==> config.mk <==
export PLATFORM = sky130hd
export DESIGN_NAME = nlh_host_port
export DESIGN_NICKNAME = d
export VERILOG_FILES = /design/src/hw/nlh_pkg.sv /design/src/hw/nlh_host_port.sv
export VERILOG_INCLUDE_DIRS = /design/src /design/src/hw
export SDC_FILE = /design/constraint.sdc
export NUM_CORES = 1
export LEC_CHECK = 0
export BUFFER_PORTS_ARGS = -buffer_cell sky130_fd_sc_hd__buf_2
export CORE_UTILIZATION = 35
export DETAILED_ROUTE_END_ITERATION = 6
export HOLD_SLACK_MARGIN = 0.06
export PLACE_DENSITY = 0.7
export SYNTH_ARGS = -nofsm -noshare
export SYNTH_HDL_FRONTEND = slang
export SYNTH_SLANG_ARGS = --single-unit
==> constraint.sdc <==
create_clock -name clk -period 4.5 [get_ports clk]
set_input_delay 0.45 -clock clk [delete_from_list [all_inputs] [get_ports clk]]
set_output_delay 0.45 -clock clk [all_outputs]
set_load 0.02 [all_outputs]
==> src/hw/nlh_defs.svh <==
// timing and layout constants for the strobe-bus host port
`ifndef NLH_DEFS_SVH
`define NLH_DEFS_SVH
`define NLH_CLK_MHZ 40
`define NLH_ADDR_W 13
`define NLH_DATA_W 16
`define NLH_MUX_ADDR_HI 11
`define NLH_RST_PULSE_NS 1000
`define NLH_AVD_NS 25
`define NLH_SETUP_NS 10
`define NLH_ACCESS_NS 55
`define NLH_HOLD_NS 10
// least times round up to whole cycles
`define NLH_CYC(ns) (((ns) * `NLH_CLK_MHZ + 999) / 1000)
`endif

==> src/hw/nlh_pkg.sv <==
// state type for the strobe-bus host port
`default_nettype none
package nlh_pkg;
  typedef enum logic [3:0] {
    NLH_RST = 4'h0,
    NLH_BUSYW = 4'h1,
    NLH_MUXSEL = 4'h2,
    NLH_IDLE = 4'h3,
    NLH_ADDR = 4'h4,
    NLH_SETUP = 4'h5,
    NLH_STROBE = 4'h6,
    NLH_HOLD = 4'h7
  } nlh_state_t;
endpackage
`default_nettype wire

==> src/hw/nlh_host_port.sv <==
// host controller driving the flash disk's strobe bus, plain or multiplexed
//
// Notes on behaviour
// - write happens only while chip select and write strobe are both low.
// - read happens only while chip select and output strobe are both low.
// - multiplexed: address bits 12..1 sit on lines 11..0 while address valid and chip select are both low.
// - that falling edge comes after reset release and before the first access.
// - deep sleep input enters and leaves deep power-down on the address bit 0 pin in 16-bit mode only.
// - device holds busy low while initialising; no access until released.
`include "nlh_defs.svh"
`default_nettype none
module nlh_host_port
  import nlh_pkg::*;
#(
  parameter int RST_CYC = `NLH_CYC(`NLH_RST_PULSE_NS)
) (
  input wire logic clk, // 40 MHz
  input wire logic rst_b, // synchronous, active low
  input wire logic ena, // freezes all state while low
  input wire logic cfg_mux, // use multiplexed address/data
  input wire logic cfg_wide, // 1: 16-bit access, 0: 8-bit
  input wire logic cfg_lock, // request hardware protection lock
  input wire logic sleep_req, // level: deep power-down wanted
  input wire logic req_valid, // access request
  output logic req_ready, // request taken when high with req_valid
  input wire logic req_write, // 1 write, 0 read
  input wire logic [`NLH_ADDR_W-1:0] req_addr, // byte address in the window
  input wire logic [`NLH_DATA_W-1:0] req_wdata, // write data
  output logic rsp_valid, // one-cycle pulse at end of access
  output logic [`NLH_DATA_W-1:0] rsp_rdata, // read data, registered
  output logic dev_ready, // device initialised and usable
  output logic irq_seen, // registered interrupt level
  output logic dma_seen, // registered dma request level
  output logic reset_in_n, // device reset
  output logic ce_n, // chip select
  output logic we_n, // write strobe
  output logic oe_n, // output strobe
  output logic address_valid_n, // drives device identity_bit_hi
  output logic [`NLH_ADDR_W-1:1] addr_hi, // plain-mode address 12..1
  output logic addr_lsb, // address bit 0 or deep_sleep_ctl
  output logic if_cfg, // width select pin
  output logic lock_n, // hardware lock pin
  output logic [`NLH_DATA_W-1:0] ad_out, // shared lines, out
  output logic [`NLH_DATA_W-1:0] ad_oe, // shared lines, enable per bit
  input wire logic [`NLH_DATA_W-1:0] ad_in, // shared lines, in
  input wire logic busy_n, // open-drain busy, read level
  input wire logic irq_n, // open-drain interrupt
  input wire logic dma_request_n // open-drain dma request
);
  localparam logic [7:0] C_RST = 8'(RST_CYC - 1);
  localparam logic [7:0] C_AVD = 8'(`NLH_CYC(`NLH_AVD_NS) - 1);
  localparam logic [7:0] C_SETUP = 8'(`NLH_CYC(`NLH_SETUP_NS) - 1);
  localparam logic [7:0] C_STB = 8'(`NLH_CYC(`NLH_ACCESS_NS) - 1);
  localparam logic [7:0] C_HOLD = 8'(`NLH_CYC(`NLH_HOLD_NS) - 1);

  nlh_state_t state_reg, state_next;
  logic [7:0] cnt_reg, cnt_next;
  logic [`NLH_ADDR_W-1:0] addr_reg, addr_next;
  logic [`NLH_DATA_W-1:0] wdata_reg, wdata_next, rdata_reg, rdata_next;
  logic write_reg, write_next, mux_reg, mux_next, wide_reg, wide_next;
  logic sleep_reg, sleep_next, lock_reg, lock_next, irq_reg, irq_next, dma_reg, dma_next;
  logic cnt_done;

  assign cnt_done = (cnt_reg == 8'h00);

  // ****************************************
  // sequencer next state
  // ****************************************
  always_comb begin
    state_next = state_reg;
    cnt_next = cnt_done ? 8'h00 : cnt_reg - 8'h01;
    addr_next = addr_reg;
    wdata_next = wdata_reg;
    rdata_next = rdata_reg;
    write_next = write_reg;
    mux_next = mux_reg;
    wide_next = wide_reg;
    sleep_next = sleep_reg;
    lock_next = cfg_lock;
    irq_next = !irq_n;
    dma_next = !dma_request_n;
    case (state_reg)
      NLH_RST: begin
        // mode straps are caught while reset is driven, not while rst_b is low
        mux_next = cfg_mux;
        wide_next = cfg_wide;
        if (cnt_done) begin
          state_next = NLH_BUSYW;
        end
      end
      NLH_BUSYW: begin
        // the device holds busy low from its reset on, so the first high level ends init
        if (busy_n) begin
          state_next = mux_reg ? NLH_MUXSEL : NLH_IDLE;
          cnt_next = C_AVD;
        end
      end
      NLH_MUXSEL: begin
        // one falling edge on the identity line before any access
        if (cnt_done) begin
          state_next = NLH_IDLE;
        end
      end
      NLH_IDLE: begin
        sleep_next = sleep_req;
        if (req_valid && !sleep_reg && !sleep_req) begin
          addr_next = req_addr;
          wdata_next = req_wdata;
          write_next = req_write;
          state_next = mux_reg ? NLH_ADDR : NLH_SETUP;
          cnt_next = mux_reg ? C_AVD : C_SETUP;
        end
      end
      NLH_ADDR: begin
        if (cnt_done) begin
          state_next = NLH_SETUP;
          cnt_next = C_SETUP;
        end
      end
      NLH_SETUP: begin
        if (cnt_done) begin
          state_next = NLH_STROBE;
          cnt_next = C_STB;
        end
      end
      NLH_STROBE: begin
        if (cnt_done) begin
          // narrow mode: upper lines float on the pull-ups, so mask them
          // writes leave the last read word in place for the user
          if (!write_reg) begin
            rdata_next = wide_reg ? ad_in : {8'h00, ad_in[7:0]};
          end
          state_next = NLH_HOLD;
          cnt_next = C_HOLD;
        end
      end
      NLH_HOLD: begin
        if (cnt_done) begin
          state_next = NLH_IDLE;
        end
      end
      default: begin
        state_next = NLH_RST;
      end
    endcase
  end

  // ****************************************
  // registers
  // ****************************************
  always_ff @(posedge clk) begin
    if (!rst_b) begin
      state_reg <= NLH_RST;
      cnt_reg <= C_RST;
      addr_reg <= 13'h0000;
      wdata_reg <= 16'h0000;
      rdata_reg <= 16'h0000;
      write_reg <= 1'b0;
      mux_reg <= 1'b0;
      wide_reg <= 1'b1;
      sleep_reg <= 1'b0;
      lock_reg <= 1'b0;
      irq_reg <= 1'b0;
      dma_reg <= 1'b0;
    end else if (ena) begin
      state_reg <= state_next;
      cnt_reg <= cnt_next;
      addr_reg <= addr_next;
      wdata_reg <= wdata_next;
      rdata_reg <= rdata_next;
      write_reg <= write_next;
      mux_reg <= mux_next;
      wide_reg <= wide_next;
      sleep_reg <= sleep_next;
      lock_reg <= lock_next;
      irq_reg <= irq_next;
      dma_reg <= dma_next;
    end
  end

  // ****************************************
  // pin decode from the state flops
  // ****************************************
  logic in_cyc, strobe_on, drive_data, addr_phase;
  assign addr_phase = (state_reg == NLH_ADDR);
  assign in_cyc = addr_phase || (state_reg == NLH_SETUP) || (state_reg == NLH_STROBE) || (state_reg == NLH_HOLD);
  assign strobe_on = (state_reg == NLH_STROBE);
  assign drive_data = write_reg && in_cyc && !addr_phase;
  assign reset_in_n = (state_reg != NLH_RST);
  assign ce_n = !in_cyc;
  assign we_n = !(strobe_on && write_reg);
  assign oe_n = !(strobe_on && !write_reg);
  assign address_valid_n = !(addr_phase || (state_reg == NLH_MUXSEL));
  assign addr_hi = addr_reg[`NLH_ADDR_W-1:1];
  assign addr_lsb = wide_reg ? sleep_reg : addr_reg[0];
  assign if_cfg = wide_reg;
  assign lock_n = !lock_reg;
  // upper address lines are driven to zero; the device ignores them anyway
  assign ad_out = addr_phase ? {4'h0, addr_reg[`NLH_MUX_ADDR_HI+1:1]} : wdata_reg;
  assign ad_oe = addr_phase ? 16'hffff : (drive_data ? (wide_reg ? 16'hffff : 16'h00ff) : 16'h0000);
  assign req_ready = (state_reg == NLH_IDLE) && !sleep_reg && !sleep_req && ena;
  assign rsp_valid = (state_reg == NLH_HOLD) && cnt_done && ena;
  assign rsp_rdata = rdata_reg;
  assign dev_ready = (state_reg != NLH_RST) && (state_reg != NLH_BUSYW) && (state_reg != NLH_MUXSEL);
  assign irq_seen = irq_reg;
  assign dma_seen = dma_reg;
endmodule
`default_nettype wire

## After elaboration in Yosys (flattened, before gate mapping)

Cells that the tools add are included.
Widths: inputs -> output; s select.

- Register bits after elaboration: 64
- Bits in latches: 0
- Bits in writable memories: 0
- Memory bits (read-only): 0
- Bits of input ports: 57
- Output and inout bits: 73
- Word-level logic and storage cells: 90
- Memories kept: 0

- Add/sub/neg operators: 1
- $mul: 0
- Div/mod/pow operators: 0
- Order comparisons: 0
- Equal/unequal tests: 16
- Shift-type cells: 0
- Mux-type cells: 22
- Bitwise gates (word level): 1
- Reductions and logical operators: 38

Operators by type and width:

| kind | number |
|---|---|
| $mux 16 | 5 |
| $mux 8 | 5 |
| $pmux 8 s4 | 1 |
| $mux 4 | 7 |
| $pmux 4 s7 | 1 |
| $eq 4x3->1 const B | 4 |
| $logic_and 1x1->1 | 13 |
| $ne 2x2->1 const B | 6 |
| $logic_not 1->1 | 11 |
| $eq 4x2->1 const B | 2 |
| $logic_not 8->1 | 1 |
| $reduce_and 8->1 | 1 |
| $sub 8x1->8 const B | 1 |
| $eq 4x1->1 const B | 1 |
| $logic_not 4->1 | 1 |
| $logic_or 1x1->1 | 4 |
| $ne 4x1->1 const B | 1 |
| $ne 4x2->1 const B | 1 |
| $reduce_and 2->1 | 2 |
| $reduce_and 4->1 | 1 |
| $reduce_bool 4->1 | 1 |
| $reduce_or 2->1 | 2 |
| $mux 1 | 3 |
| $reduce_and 3->1 | 1 |
| other kinds (2) | 2 |

## Logic depth before layout (Yosys ltp)

- Depth after elaboration: 8
- Mapped depth: 8
- Mapped depth without buffers: 6

## Worst setup path after synthesis

No wires, ideal clock.

- Path kind: reg2out
- Start: register state_reg[2]
- End: output ad_oe[10]
- Data arrival time: 2499 ps
- Setup slack: 1551 ps
- Stages on the path, launching flop included: 8
- Path through: dfxtp_1 > buf_2 > clkinv_1 > nor3_2 > buf_2 > a21o_1 > o21a_1 > buf_4

- Cells in the longest elaborated chain, start to end: 8
- Elaborated cells on any way between the ends: 12
- Classes of those cells: eq/ne (4); mux (2); reduce/logical (6)

Ends and longest elaborated chain:

| item | RTL line | text |
|---|---|---|
| start: declaration | nlh_host_port.sv:56 | `nlh_state_t state_reg, state_next;` |
| start signal: assignment | nlh_host_port.sv:166 | `state_reg <= state_next;` |
| $eq 4x3->1, on equally long branches | nlh_host_port.sv:185, nlh_host_port.sv:186 |  |
| $logic_or 1x1->1 (3 in series) | nlh_host_port.sv:186 | `assign in_cyc = addr_phase \|\| (state_reg == NLH_SETUP) \|\| (state_reg == NLH_STROBE) \|\| (state_reg == NLH_HOLD) ...` |
| $logic_and 1x1->1 (2 in series) | nlh_host_port.sv:188 | `assign drive_data = write_reg && in_cyc && !addr_phase;` |
| $mux 16 | nlh_host_port.sv:200 | `assign ad_oe = addr_phase ? 16'hffff : (drive_data ? (wide_reg ? 16'hffff : 16'h00ff) : 16'h0000);` |
| $mux 16 * | nlh_host_port.sv:200 |  |
| end: declaration | nlh_host_port.sv:44 | `` output logic [`NLH_DATA_W-1:0] ad_oe, `` |

Every way passes the cells marked *; elsewhere a longest branch is shown, timed or not.

## Final worst setup path

- Start: register state_reg[2]
- End: output ad_oe[13]

Same word-level chain as after synthesis.

==> results.yml <==
power_and_ir_drop:
  intPower_w: 0.000843
  seqPwrFrac_pct: 51.4
  cellLeakagePower_nw: 1.64
  power.switching_w: 0.000259
  sw_frac_of_total_pct: 23.5
  comb_power_share_pct: 5.3
  clockPowerShare_pct: 43.3
  cellPowerDensity_mw_per_mm2: 301
  irDropWorstVdd_v: 0.000126
  p_total_w: 0.00110
min_path:
  holdCritPathClass: "in2reg"
  holdPathEnd: "dma_seen"
  min_path_cells: 2
  holdCritStartpoint: "dma_request_n"
detailed_routing:
  postRouteAntennaNets: 0
  drt_wl_total_um: 7160
  wire_per_inst_um: 12.5
  dr.pass1.iters: 4
  drcViolationCount: 0
  vias_per_cell: 4.90
  vias: 2802
  drt_iter0_markers: 200
clocking:
  postCtsResizedCells: 0
  cts-hold-fix-buffers: 0
  clockBufferDepth: 2
  cts_buffers: 9
  cts.clk_slew.worst_paths_ns: 0.07
  clock-sinks: 63
  cts_setup_buffers: 0
  htreeDepth: 3
  clk_latency_ns: 0.33
  cts_tree: "done"
  clockRootBuffer: "clkbuf_8"
floorplanning:
  rows: 33
  die_y_um: 94.6
  ios: 130
  fp.dieW_um: 94.6
  core-area_mm2: 0.00826
  start_util_pct: 36.3
  die_area_mm2: 0.00894
place:
  place_ws_ns: 2.09
  hpwlAfterDp_um: 5030
  io_buffers: 129
  gp_congestion: 0.800
global_routing:
  grt_pass1_wl_um: 11200
  antenna_found_initial: 0
  grt_start_max_net_pins: 32
  grtUsageTotal_pct: 16.0
  grt_pass1_vias: 2542
  gr-total-overflow: 0
layout:
  multiInputGateArea_mm2: 0.00139
  layout_commonest_cell: "buf_2"
  syn2layout_area_growth_pct: 22.2
  num_antenna_cells: 0
  final_cell_mix: "buf_2, nand2_1, dfxtp_1, a21oi_1, mux2_2"
  nNetsFinal: 521
  fillCellCount: 853
  drive_above_1_share_pct: 36.8
  sequential_cell_area_mm2: 0.00126
worst_setup_path:
  crit_path_start_kind: "flip-flop"
  path_delay_family: "buffers and inverters"
  worstSetupPathType: "reg2out"
  required_ns: 4.05
  crit_slowest_cell: "dfxtp_1"
  reg2reg_slack_ns: 2.22
  path_cells: "clkinv_1, nor3_2, buf_4, a21o_1, o21a_1, buf_2"
  cp_num_buf_inv: 3
  cp_data_arrival_time_ns: 2.33
  crit_path_end_kind: "output port"
  regToRegStartpoint: "state_reg[1]"
  critPathMaxStageDelay_ns: 0.53
  rr_endpoint: "addr_reg[9]"
  cp_max_fo: 18
  ff2ff_path_depth: 4
sta:
  fin_worst_skew_ns: 0.0116
  tns_ns: 0
  worst_pin_slew_ns: 1.18
  rsz0062_at_grt: "false"
  min_period_over_period_pct: 61.8
  min_period_ns: 2.78
  finalMaxSlewViolations: 0
  max_freq_ghz: 0.360
  hold_ws_ns: 0.302
  finalWorstSetupSlack_ns: 1.72
  slew_headroom_pct: 21.1
  hold_viol: 0
  finalSetupViolations: 0
synthesis:
  synth_nets: 429
  synthFlopType: "dfxtp_1"
  synth_edf_count: 0
  yosysWarnings: 0
  synth-async-reset-ratio_pct: 0
  syn_area_mm2: 0.00300
  ys_ff_latch: 63
  synth_top_area_cell: "dfxtp_1"
  seq_area_frac_synth_pct: 42.1
  synth_top_cell_area_share_pct: 42.1
  synthCells: 370
  synthTopCellsByArea: "dfxtp_1, nand2_1, a21oi_1, buf_4, mux2_2"
  ys_types: 45
  syn_area_per_cell_um2: 8.11
job:
  max-cap-violations: 0
status:
  status: "finished clean"
==> cell type report <==
cell class	instances	share of cell area, %
Inverter	10	1.02
Timing Repair Buffer	131	18.0
Sequential cell	63	34.4
Multi-Input combinational cell	247	37.8
Clock inverter	6	1.67
Tap cell	105	3.58
Clock buffer	10	3.48
==> power groups by stage <==
stage	Sequential (W)	Combinational, W	Clock [W]
global route	0.000567	0.0000653	0.000524
finish	0.000566	0.0000590	0.000477
global placement	0.000579	0.0000591	0
detailed placement	0.000579	0.0000594	0
floorplan	0.000579	0.0000248	0
CTS	0.000566	0.0000595	0.000498
==> Yosys cell counts, types with 2 or more instances <==
cell	instances
buf_4	27
or4_4	2
nand2_1	94
inv_1	8
or3b_2	2
a31oi_1	6
clkinv_1	2
buf_6	2
a211oi_1	3
a21oi_2	2
o21ai_0	3
nor2b_1	7
nor3_1	5
clkbuf_1	18
o211ai_1	5
nand2_2	2
nand4bb_1	2
nand2b_1	2
ha_1	2
nand3_1	12
nand4_1	2
nor2_1	9
nor3b_1	3
mux2i_1	3
o221ai_1	2
a21oi_1	50
buf_2	2
nand4b_1	2
mux2_2	13
dfxtp_1	63
==> how the worst max path moves through the flow <==
| stage | start | to | slack [ns] | cells past startpoint |
|---|---|---|---|---|
| after detailed placement | state_reg[2] | ad_oe[13] | 2.09 | 6 |
| after CTS | state_reg[2] | ad_oe[13] | 1.71 | 6 |
| final | state_reg[2] | ad_oe[13] | 1.72 | 6 |
| after global placement | state_reg[2] | ad_oe[10] | 2.16 | 6 |
| after global routing | state_reg[2] | ad_oe[12] | 1.47 | 6 |
| after floorplan | state_reg[2] | ad_oe[10] | 1.55 | 7 |
==> metrics by stage <==
stage          instances  utilization [%]  instance area (um^2)
6_report             572             44.4                  3660
5_1_grt              572             44.4                  3660
4_1_cts              572             44.4                  3660
3_5_place_dp         556             42.1                  3480
3_3_place_gp         556             42.1                  3480
2_1_floorplan        370                -                  3000
==> worst register-to-register path: cells and delay by family, from the launching register on <==
family,cells,cell delay (ns)
AOI/OAI and AO/OA,1,0.18
and+or+nand+nor,3,1.38
DFF,1,0.63
==> metal layers <==
layer / wire length, um / vias up / global-route usage [%]
met5: 0 / - / 0
met4: 22 / 0 / 5.30
met3: 598 / 2 / 5.07
met2: 3360 / 118 / 27.7
met1: 3180 / 1269 / 18.6
li1: - / 1413 / -
==> cell families (layout without fill, tap and decap cells) <==
group	after synthesis	in the layout	synth area share, %
compound gates	77	77	14.9
mux	16	16	5.88
simple gates	151	151	24.2
xor+xnor	1	1	0.292
buf+inv	60	157	11.8
fa+ha+maj	2	2	0.834
flops	63	63	42.1
No activity file was read; power rests on OpenSTA's default activity.
